--- config.mk ---
export PLATFORM = sky130hd
export DESIGN_NAME = vectored_irq_controller
export DESIGN_NICKNAME = d
export VERILOG_FILES = /design/src/irq_ctrl_pkg.sv /design/src/handler_mem.sv /design/src/vectored_irq_controller.sv
export SDC_FILE = /design/constraint.sdc
export NUM_CORES = 2
export LEC_CHECK = 0
export BUFFER_PORTS_ARGS = -buffer_cell sky130_fd_sc_hd__buf_2
export CORE_MARGIN = 4
export CORE_UTILIZATION = 40
export CTS_CLUSTER_DIAMETER = 100
export DETAILED_ROUTE_END_ITERATION = 16
export PLACE_DENSITY = 0.62
export SYNTH_ARGS = -nofsm -noshare
export SYNTH_HDL_FRONTEND = slang
export SYNTH_SLANG_ARGS = --single-unit
--- constraint.sdc ---
create_clock -name clk -period 94.1 [get_ports clk]
set_clock_uncertainty 0.15 [all_clocks]
set_input_delay 23.525 -clock clk [delete_from_list [all_inputs] [get_ports clk]]
set_output_delay 23.525 -clock clk [all_outputs]
set_load 0.005 [all_outputs]
--- src/irq_ctrl_pkg.sv ---
// Purpose: shared constants for the vectored interrupt controller register interface
// Assumes: 32-bit word registers, byte addresses within a 4-Kbyte window
// Notes: offsets are byte offsets from the window base
package irq_ctrl_pkg;
	localparam logic [31:0] WINDOW_BASE = 32'hffff_f000;
	localparam int WINDOW_BITS = 12;
	localparam int NUM_SOURCES = 32;
	localparam int LEVEL_BITS = 3;
	localparam int SRC_BITS = 5;
	localparam logic [11:0] OFF_MODE_FIRST = 12'h000;
	localparam logic [11:0] OFF_MODE_LAST = 12'h07c;
	localparam logic [11:0] OFF_HANDLER_FIRST = 12'h080;
	localparam logic [11:0] OFF_HANDLER_LAST = 12'h0fc;
	localparam logic [11:0] OFF_CUR_HANDLER = 12'h100;
	localparam logic [11:0] OFF_FAST_HANDLER = 12'h104;
	localparam logic [11:0] OFF_CUR_SOURCE = 12'h108;
	localparam logic [11:0] OFF_PENDING = 12'h10c;
	localparam logic [11:0] OFF_ENABLED = 12'h110;
	localparam logic [11:0] OFF_CORE_LINE = 12'h114;
	localparam logic [11:0] OFF_ENABLE_CMD = 12'h120;
	localparam logic [11:0] OFF_DISABLE_CMD = 12'h124;
	localparam logic [11:0] OFF_CLEAR_CMD = 12'h128;
	localparam logic [11:0] OFF_SET_CMD = 12'h12c;
	localparam logic [11:0] OFF_EOS_CMD = 12'h130;
	localparam logic [11:0] OFF_SPURIOUS = 12'h134;
	localparam logic [11:0] OFF_DEBUG = 12'h138;
	localparam logic [11:0] OFF_FAST_EN = 12'h140;
	localparam logic [11:0] OFF_FAST_DIS = 12'h144;
	localparam logic [11:0] OFF_FAST_STATE = 12'h148;
	localparam logic [11:0] OFF_INT_STATUS = 12'h150;
	localparam logic [11:0] OFF_INT_MASK = 12'h154;
	localparam int LEVEL_LSB = 0;
	localparam int TRIG_EDGE_BIT = 5;
	localparam int TRIG_MSB = 6;
	localparam int DBG_PROTECT_BIT = 0;
	localparam int DBG_GMASK_BIT = 1;
	localparam int EXT_SOURCE = 1;
	localparam int FAST_SOURCE = 0;
	localparam int STACK_DEPTH = 8;
	localparam int EV_IRQ = 0;
	localparam int EV_FIQ = 1;
	localparam int EV_SPURIOUS = 2;
	localparam int EV_BITS = 3;
	localparam logic [31:0] RESET_WORD = 32'h0000_0000;
endpackage

--- src/handler_mem.sv ---
// Purpose: per-source handler address store with registered read
// Assumes: one write port, one read port
// Notes: read data appear one cycle after the address
`timescale 1ns/1ps
module handler_mem #(
	parameter int WIDTH = 32,
	parameter int DEPTH = 32,
	parameter int AW = 5
) (
	input wire logic clk,
	input wire logic nrst,
	input wire logic wr_en,
	input wire logic [AW-1:0] wr_addr,
	input wire logic [WIDTH-1:0] wr_data,
	input wire logic [AW-1:0] rd_addr,
	output logic [WIDTH-1:0] rd_data
);
	logic [WIDTH-1:0] mem_q [DEPTH];
	genvar g;
	generate
		for (g = 0; g < DEPTH; g++) begin : gen_word
			always_ff @(posedge clk or negedge nrst) begin
				if (!nrst) begin
					mem_q[g] <= '0;
				end else if (wr_en && wr_addr == AW'(g)) begin
					mem_q[g] <= wr_data;
				end
			end
		end
	endgenerate
	always_ff @(posedge clk or negedge nrst) begin
		if (!nrst) begin
			rd_data <= '0;
		end else begin
			rd_data <= mem_q[rd_addr];
		end
	end
endmodule

--- src/vectored_irq_controller.sv ---
// Purpose: register interface of an eight-level vectored interrupt controller, 32 sources
// Assumes: plain register port, byte address, read data one cycle after the read strobe
// Notes: source 0 is the fast source, source 1 the external pin
// Behaviour
// decode a 4-Kbyte window at base 0xffff_f000
// 32 mode registers 0x00-0x7c and 32 handler registers 0x80-0xfc, reset zero
// read-only status registers at 0x100-0x114, reset zero except the external source pending bit
// external source pending mirrors its pin at reset; others start cleared
// command registers 0x120-0x130 write-only; spurious and debug registers 0x134, 0x138
// fast redirect enable/disable write-only 0x140/0x144, state read-only at 0x148
// mode low three bits give urgency, 0 least, 7 most urgent
// urgency of source 0 is ignored
// trigger type bit 5 picks level (0) or edge (1)
// handler registers keep and return any 32-bit value
// current-vector read returns handler of the current source, chosen at read
// with nothing current the current-vector read returns the spurious handler
// command bit one acts on that source, zero leaves it alone; the clear command here clears edge-triggered sources only
// any write to end-of-service ends the current treatment
// current-source register returns the serviced source number
// protect mode: stacking and acknowledge only on current-vector write
// reserved and write-only reads give zero; writes there do nothing
//
// Decided for this implementation: the plain strobed port.
`timescale 1ns/1ps
module vectored_irq_controller #(
	parameter int NSRC = 32
) (
	input wire logic clk,
	input wire logic nrst,
	input wire logic [31:0] addr,
	input wire logic [31:0] wdata,
	input wire logic wr,
	input wire logic rd,
	output logic [31:0] rdata,
	input wire logic [NSRC-1:0] src_in,
	output logic irq_line,
	output logic fiq_line,
	output logic int_out
);
	localparam int SB = irq_ctrl_pkg::SRC_BITS;
	localparam int LB = irq_ctrl_pkg::LEVEL_BITS;
	localparam int SD = irq_ctrl_pkg::STACK_DEPTH;
	localparam int EB = irq_ctrl_pkg::EV_BITS;

	typedef struct packed {
		logic [NSRC-1:0][6:0] mode;
		logic [NSRC-1:0] pend;
		logic [NSRC-1:0] en;
		logic [NSRC-1:0] fast;
		logic [NSRC-1:0] src_prev;
		logic [31:0] spurious;
		logic [1:0] dbg;
		logic [SD-1:0][LB-1:0] stk_lvl;
		logic [SD-1:0][SB-1:0] stk_src;
		logic [3:0] depth;
		logic [SB-1:0] cur_src;
		logic [SB-1:0] held_src;
		logic held_valid;
		logic rd_vec;
		logic rd_vec_spur;
		logic rd_fast;
		logic rd_fast_spur;
		logic rd_hand;
		logic [31:0] rd_word;
		logic irq;
		logic fiq;
		logic [EB-1:0] ev_stat;
		logic [EB-1:0] ev_mask;
		logic intr;
		logic init;
	} state_t;

	state_t q, d;

	logic in_win;
	logic hand_hit;
	logic [11:0] off;
	logic [NSRC-1:0] active;
	logic [NSRC-1:0] cand;
	logic [SB-1:0] best_src;
	logic [LB-1:0] best_lvl;
	logic best_ok;
	logic [LB-1:0] cur_lvl;
	logic ack;
	logic mem_we;
	logic [SB-1:0] mem_ra;
	logic [31:0] mem_rd;
	logic irq_req;
	logic fiq_req;
	logic [EB-1:0] ev;

	assign in_win = (addr[31:irq_ctrl_pkg::WINDOW_BITS] == irq_ctrl_pkg::WINDOW_BASE[31:irq_ctrl_pkg::WINDOW_BITS]);
	assign off = addr[irq_ctrl_pkg::WINDOW_BITS-1:0];
	// aligned access to a handler word
	assign hand_hit = in_win && off >= irq_ctrl_pkg::OFF_HANDLER_FIRST
		&& off <= irq_ctrl_pkg::OFF_HANDLER_LAST && off[1:0] == 2'h0;
	assign mem_we = wr && hand_hit;
	assign cur_lvl = (q.depth == 4'h0) ? '0 : q.stk_lvl[q.depth[2:0] - 3'h1];

	// best candidate above current level
	always_comb begin
		best_ok = 1'b0;
		best_src = '0;
		best_lvl = '0;
		for (int i = 1; i < NSRC; i++) begin
			cand[i] = q.pend[i] && q.en[i] && !q.fast[i];
			if (cand[i] && (!best_ok || q.mode[i][LB-1:0] > best_lvl)) begin
				best_ok = 1'b1;
				best_src = SB'(i);
				best_lvl = q.mode[i][LB-1:0];
			end
		end
		cand[0] = 1'b0;
		if (q.depth != 4'h0 && best_lvl <= cur_lvl) begin
			best_ok = 1'b0;
		end
	end

	assign irq_req = best_ok && !q.dbg[irq_ctrl_pkg::DBG_GMASK_BIT];
	assign fiq_req = ((q.pend[0] && q.en[0]) || |(q.pend & q.en & q.fast))
		&& !q.dbg[irq_ctrl_pkg::DBG_GMASK_BIT];

	// memory read index: current vector chosen at the read, fast always source 0
	always_comb begin
		mem_ra = best_ok ? best_src : q.cur_src;
		if (rd && hand_hit) begin
			mem_ra = off[SB+1:2];
		end
		if (rd && off == irq_ctrl_pkg::OFF_FAST_HANDLER) begin
			mem_ra = SB'(irq_ctrl_pkg::FAST_SOURCE);
		end
		if (rd && off == irq_ctrl_pkg::OFF_CUR_HANDLER && q.dbg[irq_ctrl_pkg::DBG_PROTECT_BIT]
			&& q.held_valid) begin
			mem_ra = q.held_src;
		end
	end

	handler_mem #(.WIDTH(32), .DEPTH(NSRC), .AW(SB)) u_mem (
		.clk(clk),
		.nrst(nrst),
		.wr_en(mem_we),
		.wr_addr(addr[SB+1:2]),
		.wr_data(wdata),
		.rd_addr(mem_ra),
		.rd_data(mem_rd)
	);

	always_comb begin
		d = q;
		ack = 1'b0;
		ev = '0;
		d.init = 1'b0;
		d.src_prev = src_in;
		d.rd_vec = 1'b0;
		d.rd_fast = 1'b0;
		d.rd_hand = 1'b0;
		d.rd_word = '0;
		// input sampling per source
		for (int i = 0; i < NSRC; i++) begin
			if (q.mode[i][irq_ctrl_pkg::TRIG_EDGE_BIT]) begin
				if (src_in[i] && !q.src_prev[i]) begin
					d.pend[i] = 1'b1;
				end
			end else begin
				d.pend[i] = src_in[i];
			end
		end
		if (wr && in_win) begin
			if (off <= irq_ctrl_pkg::OFF_MODE_LAST && off[1:0] == 2'h0) begin
				d.mode[off[SB+1:2]] = wdata[irq_ctrl_pkg::TRIG_MSB:irq_ctrl_pkg::LEVEL_LSB];
			end
			case (off)
				irq_ctrl_pkg::OFF_ENABLE_CMD: d.en = q.en | wdata[NSRC-1:0];
				irq_ctrl_pkg::OFF_DISABLE_CMD: d.en = q.en & ~wdata[NSRC-1:0];
				irq_ctrl_pkg::OFF_SET_CMD: d.pend = d.pend | wdata[NSRC-1:0];
				irq_ctrl_pkg::OFF_CLEAR_CMD: begin
					for (int i = 0; i < NSRC; i++) begin
						if (wdata[i] && q.mode[i][irq_ctrl_pkg::TRIG_EDGE_BIT]
							&& !(src_in[i] && !q.src_prev[i])) begin
							d.pend[i] = 1'b0;
						end
					end
				end
				irq_ctrl_pkg::OFF_SPURIOUS: d.spurious = wdata;
				irq_ctrl_pkg::OFF_DEBUG: d.dbg = wdata[1:0];
				irq_ctrl_pkg::OFF_FAST_EN: d.fast = q.fast | wdata[NSRC-1:0];
				irq_ctrl_pkg::OFF_FAST_DIS: d.fast = q.fast & ~wdata[NSRC-1:0];
				irq_ctrl_pkg::OFF_INT_STATUS: d.ev_stat = q.ev_stat & ~wdata[EB-1:0];
				irq_ctrl_pkg::OFF_INT_MASK: d.ev_mask = wdata[EB-1:0];
				irq_ctrl_pkg::OFF_EOS_CMD: begin
					if (q.depth != 4'h0) begin
						d.depth = q.depth - 4'h1;
						d.cur_src = (q.depth > 4'h1) ? q.stk_src[q.depth[2:0] - 3'h2] : '0;
					end
				end
				irq_ctrl_pkg::OFF_CUR_HANDLER: begin
					if (q.dbg[irq_ctrl_pkg::DBG_PROTECT_BIT] && q.held_valid) begin
						ack = 1'b1;
						d.held_valid = 1'b0;
					end
				end
				default: ;
			endcase
		end
		if (rd && in_win) begin
			case (off)
				irq_ctrl_pkg::OFF_CUR_HANDLER: begin
					d.rd_vec = 1'b1;
					d.rd_vec_spur = !best_ok && !(q.dbg[irq_ctrl_pkg::DBG_PROTECT_BIT] && q.held_valid);
					if (!best_ok && !q.held_valid) begin
						ev[irq_ctrl_pkg::EV_SPURIOUS] = 1'b1;
					end
					if (best_ok && !q.dbg[irq_ctrl_pkg::DBG_PROTECT_BIT]) begin
						ack = 1'b1;
					end else if (best_ok && !q.held_valid) begin
						d.held_valid = 1'b1;
						d.held_src = best_src;
					end
				end
				irq_ctrl_pkg::OFF_FAST_HANDLER: begin
					d.rd_fast = 1'b1;
					d.rd_fast_spur = !fiq_req;
					if (q.mode[0][irq_ctrl_pkg::TRIG_EDGE_BIT] && !q.fast[0]) begin
						d.pend[0] = src_in[0] && !q.src_prev[0];
					end
				end
				irq_ctrl_pkg::OFF_CUR_SOURCE: d.rd_word = {{(32-SB){1'b0}}, q.cur_src};
				irq_ctrl_pkg::OFF_PENDING: d.rd_word = q.pend;
				irq_ctrl_pkg::OFF_ENABLED: d.rd_word = q.en;
				irq_ctrl_pkg::OFF_CORE_LINE: d.rd_word = {30'h0, q.irq, q.fiq};
				irq_ctrl_pkg::OFF_SPURIOUS: d.rd_word = q.spurious;
				irq_ctrl_pkg::OFF_DEBUG: d.rd_word = {30'h0, q.dbg};
				irq_ctrl_pkg::OFF_FAST_STATE: d.rd_word = q.fast;
				irq_ctrl_pkg::OFF_INT_STATUS: d.rd_word = {29'h0, q.ev_stat};
				irq_ctrl_pkg::OFF_INT_MASK: d.rd_word = {29'h0, q.ev_mask};
				default: begin
					if (off <= irq_ctrl_pkg::OFF_MODE_LAST && off[1:0] == 2'h0) begin
						d.rd_word = {25'h0, q.mode[off[SB+1:2]]};
					end else if (hand_hit) begin
						d.rd_hand = 1'b1;
					end
				end
			endcase
		end
		// acknowledge: push level and source, clear edge source
		if (ack) begin
			if (q.dbg[irq_ctrl_pkg::DBG_PROTECT_BIT]) begin
				d.stk_lvl[q.depth[2:0]] = q.mode[q.held_src][LB-1:0];
				d.stk_src[q.depth[2:0]] = q.held_src;
				d.cur_src = q.held_src;
				if (q.mode[q.held_src][irq_ctrl_pkg::TRIG_EDGE_BIT]) begin
					d.pend[q.held_src] = 1'b0;
				end
			end else begin
				d.stk_lvl[q.depth[2:0]] = best_lvl;
				d.stk_src[q.depth[2:0]] = best_src;
				d.cur_src = best_src;
				if (q.mode[best_src][irq_ctrl_pkg::TRIG_EDGE_BIT]) begin
					d.pend[best_src] = 1'b0;
				end
			end
			if (q.depth < 4'(SD)) begin
				d.depth = q.depth + 4'h1;
			end
		end
		if (q.init) begin
			d.pend = '0;
			d.pend[irq_ctrl_pkg::EXT_SOURCE] = src_in[irq_ctrl_pkg::EXT_SOURCE];
		end
		d.irq = irq_req;
		d.fiq = fiq_req;
		ev[irq_ctrl_pkg::EV_IRQ] = irq_req && !q.irq;
		ev[irq_ctrl_pkg::EV_FIQ] = fiq_req && !q.fiq;
		d.ev_stat = d.ev_stat | ev;
		d.intr = |(d.ev_stat & d.ev_mask);
	end

	// read data mux: vectors come from the memory register
	always_comb begin
		if (q.rd_vec) begin
			rdata = q.rd_vec_spur ? q.spurious : mem_rd;
		end else if (q.rd_fast) begin
			rdata = q.rd_fast_spur ? q.spurious : mem_rd;
		end else if (q.rd_hand) begin
			rdata = mem_rd;
		end else begin
			rdata = q.rd_word;
		end
	end

	always_ff @(posedge clk or negedge nrst) begin
		if (!nrst) begin
			q <= '0;
			q.init <= 1'b1;
		end else begin
			q <= d;
		end
	end

	assign irq_line = q.irq;
	assign fiq_line = q.fiq;
	assign int_out = q.intr;
endmodule

Word-level counts from Yosys, hierarchy flattened

Cells that the tools add are included.

Register bits: 1568
Bits of input ports: 100
Output and inout port bits: 35
Logic and storage cells: 930

$add $sub $neg: 4
Order comparisons: 47
Equality and inequality tests: 50
Mux-type cells: 273
Bitwise gates (word level): 18
Reductions and logical operators: 435

Operator list:

| operator                                                          | count |
|---|---|
| 32-bit 2-to-1 mux                                                 | 12 |
| 32-bit one-hot mux with 10 select lines                           | 1 |
| 1-bit logical AND                                                 | 248 |
| 224-bit bitwise mux                                               | 1 |
| 12-bit by 9-bit == test with 1-bit output (second input constant) | 18 |
| 32-bit AND                                                        | 6 |
| 32-bit one-hot mux with 2 select lines                            | 3 |
| 5-bit 2-to-1 mux                                                  | 37 |
| 32-bit binary-select mux with 5-bit select                        | 1 |
| 1-bit 2-to-1 mux                                                  | 151 |
| 1-bit logical NOT                                                 | 134 |
| 3-bit 2-to-1 mux                                                  | 37 |
| 7-bit binary-select mux with 5-bit select                         | 3 |
| 96-bit 2-to-1 mux                                                 | 1 |
| 32-bit NOT                                                        | 3 |
| 32-bit bitwise OR                                                 | 3 |
| 3-bit > comparator                                                | 30 |
| 40-bit bitwise mux                                                | 2 |
| 5-bit == test (second input constant)                             | 16 |
| 64-bit 2-to-1 mux                                                 | 1 |
| 24-bit bitwise mux                                                | 2 |
| 5-bit by 4-bit == test with 1-bit output (second input constant)  | 8 |
| 38-bit 2-to-1 mux                                                 | 1 |
| 9-bit 2-to-1 mux                                                  | 4 |
| 47 further kinds                                                  | 104 |

Depth between registers and ports, before layout

Word-level depth: 134
Mapped depth: 290
Depth with buffers taken out: 277

By module

From an unflattened synthesis, not the netlist that was laid out.

Cell total of the unflattened synthesis: 6607
Area, all modules: 79344.8 um2

By module, submodules not included:

| module                  | times used | cells each | area each (um2) |
|---|---|---|---|
| handler_mem             | 1          | 3485       | 47845.9 |
| vectored_irq_controller | 1          | 3122       | 31499.0 |

Worst setup path before layout

No wires, ideal clock.

Kind: register to register
From: register with a tool-made name
To: register u_mem.rd_data[26]
Setup time: 0.086 ns
Arrival time: 44.079 ns
Slack: 49.785 ns
Stages on the path, launching flop included: 251
Clock period less this slack: 44.315 ns
Path through: dfrtp_1 -> and3b_1 -> nand2_1 -> ha_1 -> and3_1 -> a21oi_1 -> o21a_1 -> a22oi_1 -> ha_1 -> nand3b_1 -> a32oi_1 -> o21a_1 -> a221oi_1 -> or2_2 -> ha_1 -> nand3_1 -> and2_1 -> a32o_1 -> [215 not listed] -> clkbuf_1 -> o21ai_0 -> ha_1 -> a21o_1 -> a21oi_1 -> a31oi_1 -> o32ai_1 -> nor3_1 -> a32o_1 -> a21o_1 -> o21a_1 -> buf_2 -> buf_4 -> buf_4 -> mux2i_1 -> a22oi_1 -> nand4_1 -> nor3_1

RTL lines:

| element              | RTL line          | text |
|---|---|---|
| to (signal assigned) | handler_mem.sv:35 | `rd_data <= mem_q[rd_addr];` |
| to (decl)            | handler_mem.sv:16 | `output logic [WIDTH-1:0] rd_data` |

==> results <==
- In the final layout, the share of cells above drive strength 1 is 31.3%.
- The setup violation total in the final timing report is 0.
- The worst supply voltage drop on vdd is 0.0133 mV.
- After floorplanning, the core was sized to cover 197000 um2.
- The number of different library cells in the post-synthesis netlist is 101.
- The number of buffers inserted during clock tree synthesis is 171.
- The worst hold path belongs to the class reg2reg.
- The count of vias placed by the detailed router is 57222.
- The fill cell total of the finished layout is 18009.
- The cell leakage power is around 40 nW.
- The number of register bits inferred by synthesis is roughly 1600.
- The most common flop cell mapped by yosys is dfrtp_1.
- The flow ran to the end, and the final reports show no timing, DRC or antenna violations.
- Clock-pin slew was measured on the worst setup and hold paths at 0.06 ns.
- met2 is the most crowded layer.
- The hold violation count in the final report is 0.
- The pin count of the biggest net entering global routing is 169.
- The share of total power dissipated in sequential elements is between 40 and 50%.
- For this run the aggregate overflow at the end of global routing stands at 0.
- The post-route fraction of the period consumed by the critical path is 57.2%.
- At the worst endpoint, the arrival time is 54.39 ns.
- The cell depth of the worst flop-to-flop path is 240.
- The longest individual stage delay on the worst path is 0.98 ns.
- The cell that appears most often on the critical path is a21oi_1.
- The TritonCTS clock tree is done.
- Summed over all failing endpoints, the final setup total negative slack is 0 ns.
- The worst setup path is launched from a flip-flop.
- The overall die width is 453 um.
- The critical path crosses 240 cells after its start point.
- Counting both buffers and inverters, the worst setup path holds a total of 14.
- For this run, asynchronously set or reset flops after synthesis account for 100%.
- At the end of routability-driven placement, the weighted congestion stood at between 0.9 and 1.
- The clock insertion delay at the later pin of the skew report is ~0.85 ns.
- The die covers 205000 um2.
- The met2 global-route usage is between 40% and 50%.
- The count of flip-flops with a built-in enable after synthesis is 0.
- Of the total power, combinational logic draws under 10%.
- After detailed routing, the number of vias per cell comes to between 6 and 7.
- In this run the tool buffered the top-level ports with 134 buffer cells.
- After technology mapping, the gate count stands at 6747.
- The first-pass iteration count of the detailed router is 6.
- The tool flagged a number of max-cap violations equal to 0.
- The initial antenna violation count was 13.
- The final critical-path required period is 53.85 ns.
- Leaving out fill and tap cells, the most frequent cell in the layout is dfrtp_1.
- Per report_power, the clock group accounts for between 40 and 50% of the total.
- The kind of critical path is reg2reg.
- The average routed wire per standard cell is 28.5 um.
- On the critical path the largest part of the delay comes from compound AO/OA/AOI/OAI gates.
- The switching portion of total power is 23.3%.
- The count of standard-cell rows is 163.
- The mean cell area of the mapped netlist is 11.7 um2.
- The number of global-route vias before repair is roughly 57000.
- The starting density of the core is 40.2%.
- The synthesized netlist occupies a cell area of 79200 um2.
- The met1 track demand over resource is 34.4%.
- The clock passes through at most 3 buffers.
- In the layout the commonest cells are 1560 x dfrtp_1, 1332 x mux2_2, 641 x nand2_1, 417 x mux2i_1, 271 x a21oi_1.
- The net switching power of the design is 0.000328 W.
- The cell with the largest stage delay on the worst path is buf_4.
- The number of nets handed over by synthesis was 6925.
- The final non-filler cell total is 9442.
- The post-detailed-route count of antenna-violating nets is 0.
- The H-tree was split into 4 levels.
- Summing all non-filler instances in the final layout gives an area of 88300 um2.
- Summing all placed instances gives a cell area of roughly 83000 um2.
- The endpoint kind of the worst setup timing path is a flip-flop.
- Including well taps, the total number of placed cells is around 9100.
- The floorplan step set the die height to 453 um.
- The share of the yosys chip area belonging to registers is between 40% and 50%.
- The headroom to the max-slew limit is 11.2%.
- The data required time of the worst path is 94.64 ns.
- The clock net in this run drives a total of approximately 1600 sinks.
- The area growth from synthesis to final layout is 11.5%.
- The combined global-route utilization of all metal layers is 25.8%.
- The fraction of met3 tracks used by global routing is 3.97%.
- The detailed placement HPWL is 177000 um.
- The first global-routing pass estimated 396000 um of wire.
- The buffers inserted during post-CTS setup optimization is 0.
- The cell depth of the worst min-delay path is 2.
- The post-cts hold buffer count is 0.
- The peak fanout along the critical path is 67.
- For this block, the routed nets add up to 269000 um of wire.
- The clock root buffer is clkbuf_16.
- At the pin with the least slew margin, the transition time is approximately 1.3 ns.
- The final count of pins violating max slew is 0.
- Setup repair after global routing left no endpoint under its margin.
- The number of synthesis warnings is 0.
- Post-CTS repair changed the size of 0 cells.
- The number of top-level pins is approximately 140.
- The tightest hold path in the finished design has a slack of between 0.3 and 0.4 ns.
- After detailed routing, the number of remaining DRC violations is 0.
- Once layout is complete, the utilization of the core stands at 44.8%.
- The detailed router finished its first iteration with 5692 violations.
- The cell-internal power is roughly 0.0011 W.
- In the final design database the tool counted 6837 nets.
- Timing would allow up to 18.6 MHz.
- The power density of the placed cells is between 15 and 20 nW/um2.
[Yosys cell counts, drive strengths merged (10+ instances only)]
cell type	count	share of area [%]
and3	18	0.14
a22oi	165	1.6
a211o	18	0.20
nand3b	13	0.12
o31ai	18	0.21
o21a	20	0.19
a21o	12	0.11
buf	116	0.80
a221o	38	0.48
o211ai	18	0.18
o22ai	12	0.095
a41oi	10	0.11
or2	10	0.079
o21ai	194	1.2
a221oi	43	0.48
a21oi	273	1.7
and3b	21	0.23
mux2	1333	19
nor2	229	1.1
dfrtp	1567	50
a31oi	97	0.77
nand4b	11	0.12
and2	52	0.41
a211oi	74	0.89
nor3	80	0.51
nand2	641	3.0
nand4	82	0.65
nor4	12	0.11
nor2b	54	0.43
ha	78	1.2
nand3	238	1.5
inv	93	0.44
mux4	118	3.4
nand2b	19	0.15
clkbuf	421	2.0
mux2i	417	5.3
[power by group through the flow]
stage / logic [W] / registers, W / clock network, W
finish: 0.0000401 / 0.000678 / 0.000690
global route: 0.0000434 / 0.000677 / 0.000732
detailed placement: 0.0000405 / 0.000690 / 0
global placement: 0.0000400 / 0.000690 / 0
CTS: 0.0000405 / 0.000677 / 0.000703
floorplan: 0.0000126 / 0.000689 / 0
[tightest hold or removal path: cells and delay by family, from the launching register on]
kind	cells	cell delay, ns
AOI/OAI and AO/OA	1	0.06
DFF	1	0.33
and+or+nand+nor	1	0.04
[final cells by class]
class,instances,area (um2),share of cell area [%]
Antenna cell,4,10.0,0.0113
Multi-Input combinational cell,4547,37800,42.8
Tap cell,2640,3300,3.74
Clock buffer,258,5030,5.69
Sequential cell,1568,39200,44.4
Inverter,95,357,0.404
Timing Repair Buffer,276,1810,2.05
Clock inverter,54,771,0.873
[logic make-up after synthesis]
| family | Yosys count | synth area share (%) |
|---|---|---|
| multiplexers | 1868 | 27.6 |
| flip-flops | 1568 | 49.5 |
| AND/OR/NAND/NOR | 1509 | 8.87 |
| AO/OA/AOI/OAI | 1089 | 9.49 |
| buffers and inverters | 632 | 3.25 |
| adder cells (fa/ha/maj) | 78 | 1.23 |
| XOR/XNOR | 2 | 0.0221 |
| other | 1 | 0.00474 |
[final timing paths]
check                                        start                      endpoint  slack [ns]
worst max-delay path                     flip-flop   u_mem.rd_data[29]$_DFF_PN0_       40.25
worst min-delay path            q[117]$_DFFE_PN0P_            q[117]$_DFFE_PN0P_        0.33
min in group asynchronous                     nrst            q[111]$_DFFE_PN0P_       22.55
worst max register to register           flip-flop   u_mem.rd_data[29]$_DFF_PN0_       40.25
worst min register to register  q[117]$_DFFE_PN0P_            q[117]$_DFFE_PN0P_        0.33
max in group asynchronous                     nrst  u_mem.mem_q[500]$_DFFE_PN0P_       67.91
[sequential cells by signal, summed over array words and instances (netlist names), named ones only]
name / flops
u_mem.mem_q: 1024
q: 445
u_mem.rd_data: 32
fiq_line: 1
int_out: 1
irq_line: 1
[per-layer routing]
metal  vias up  wire length [um]
met5         -                27
met4         4             14700
met3       571             17100
met2      2201            125000
met1     29952            112000
li1      24494                 -
[metrics by stage]
step	worst slack (ns)	total power, W
5_1_grt	35.67	0.00145
3_3_place_gp	41.44	0.000730
4_1_cts	40.84	0.00142
6_report	40.25	0.00141
2_1_floorplan	49.79	0.000702
3_5_place_dp	41.00	0.000730
(Power assumes the default switching activity.)
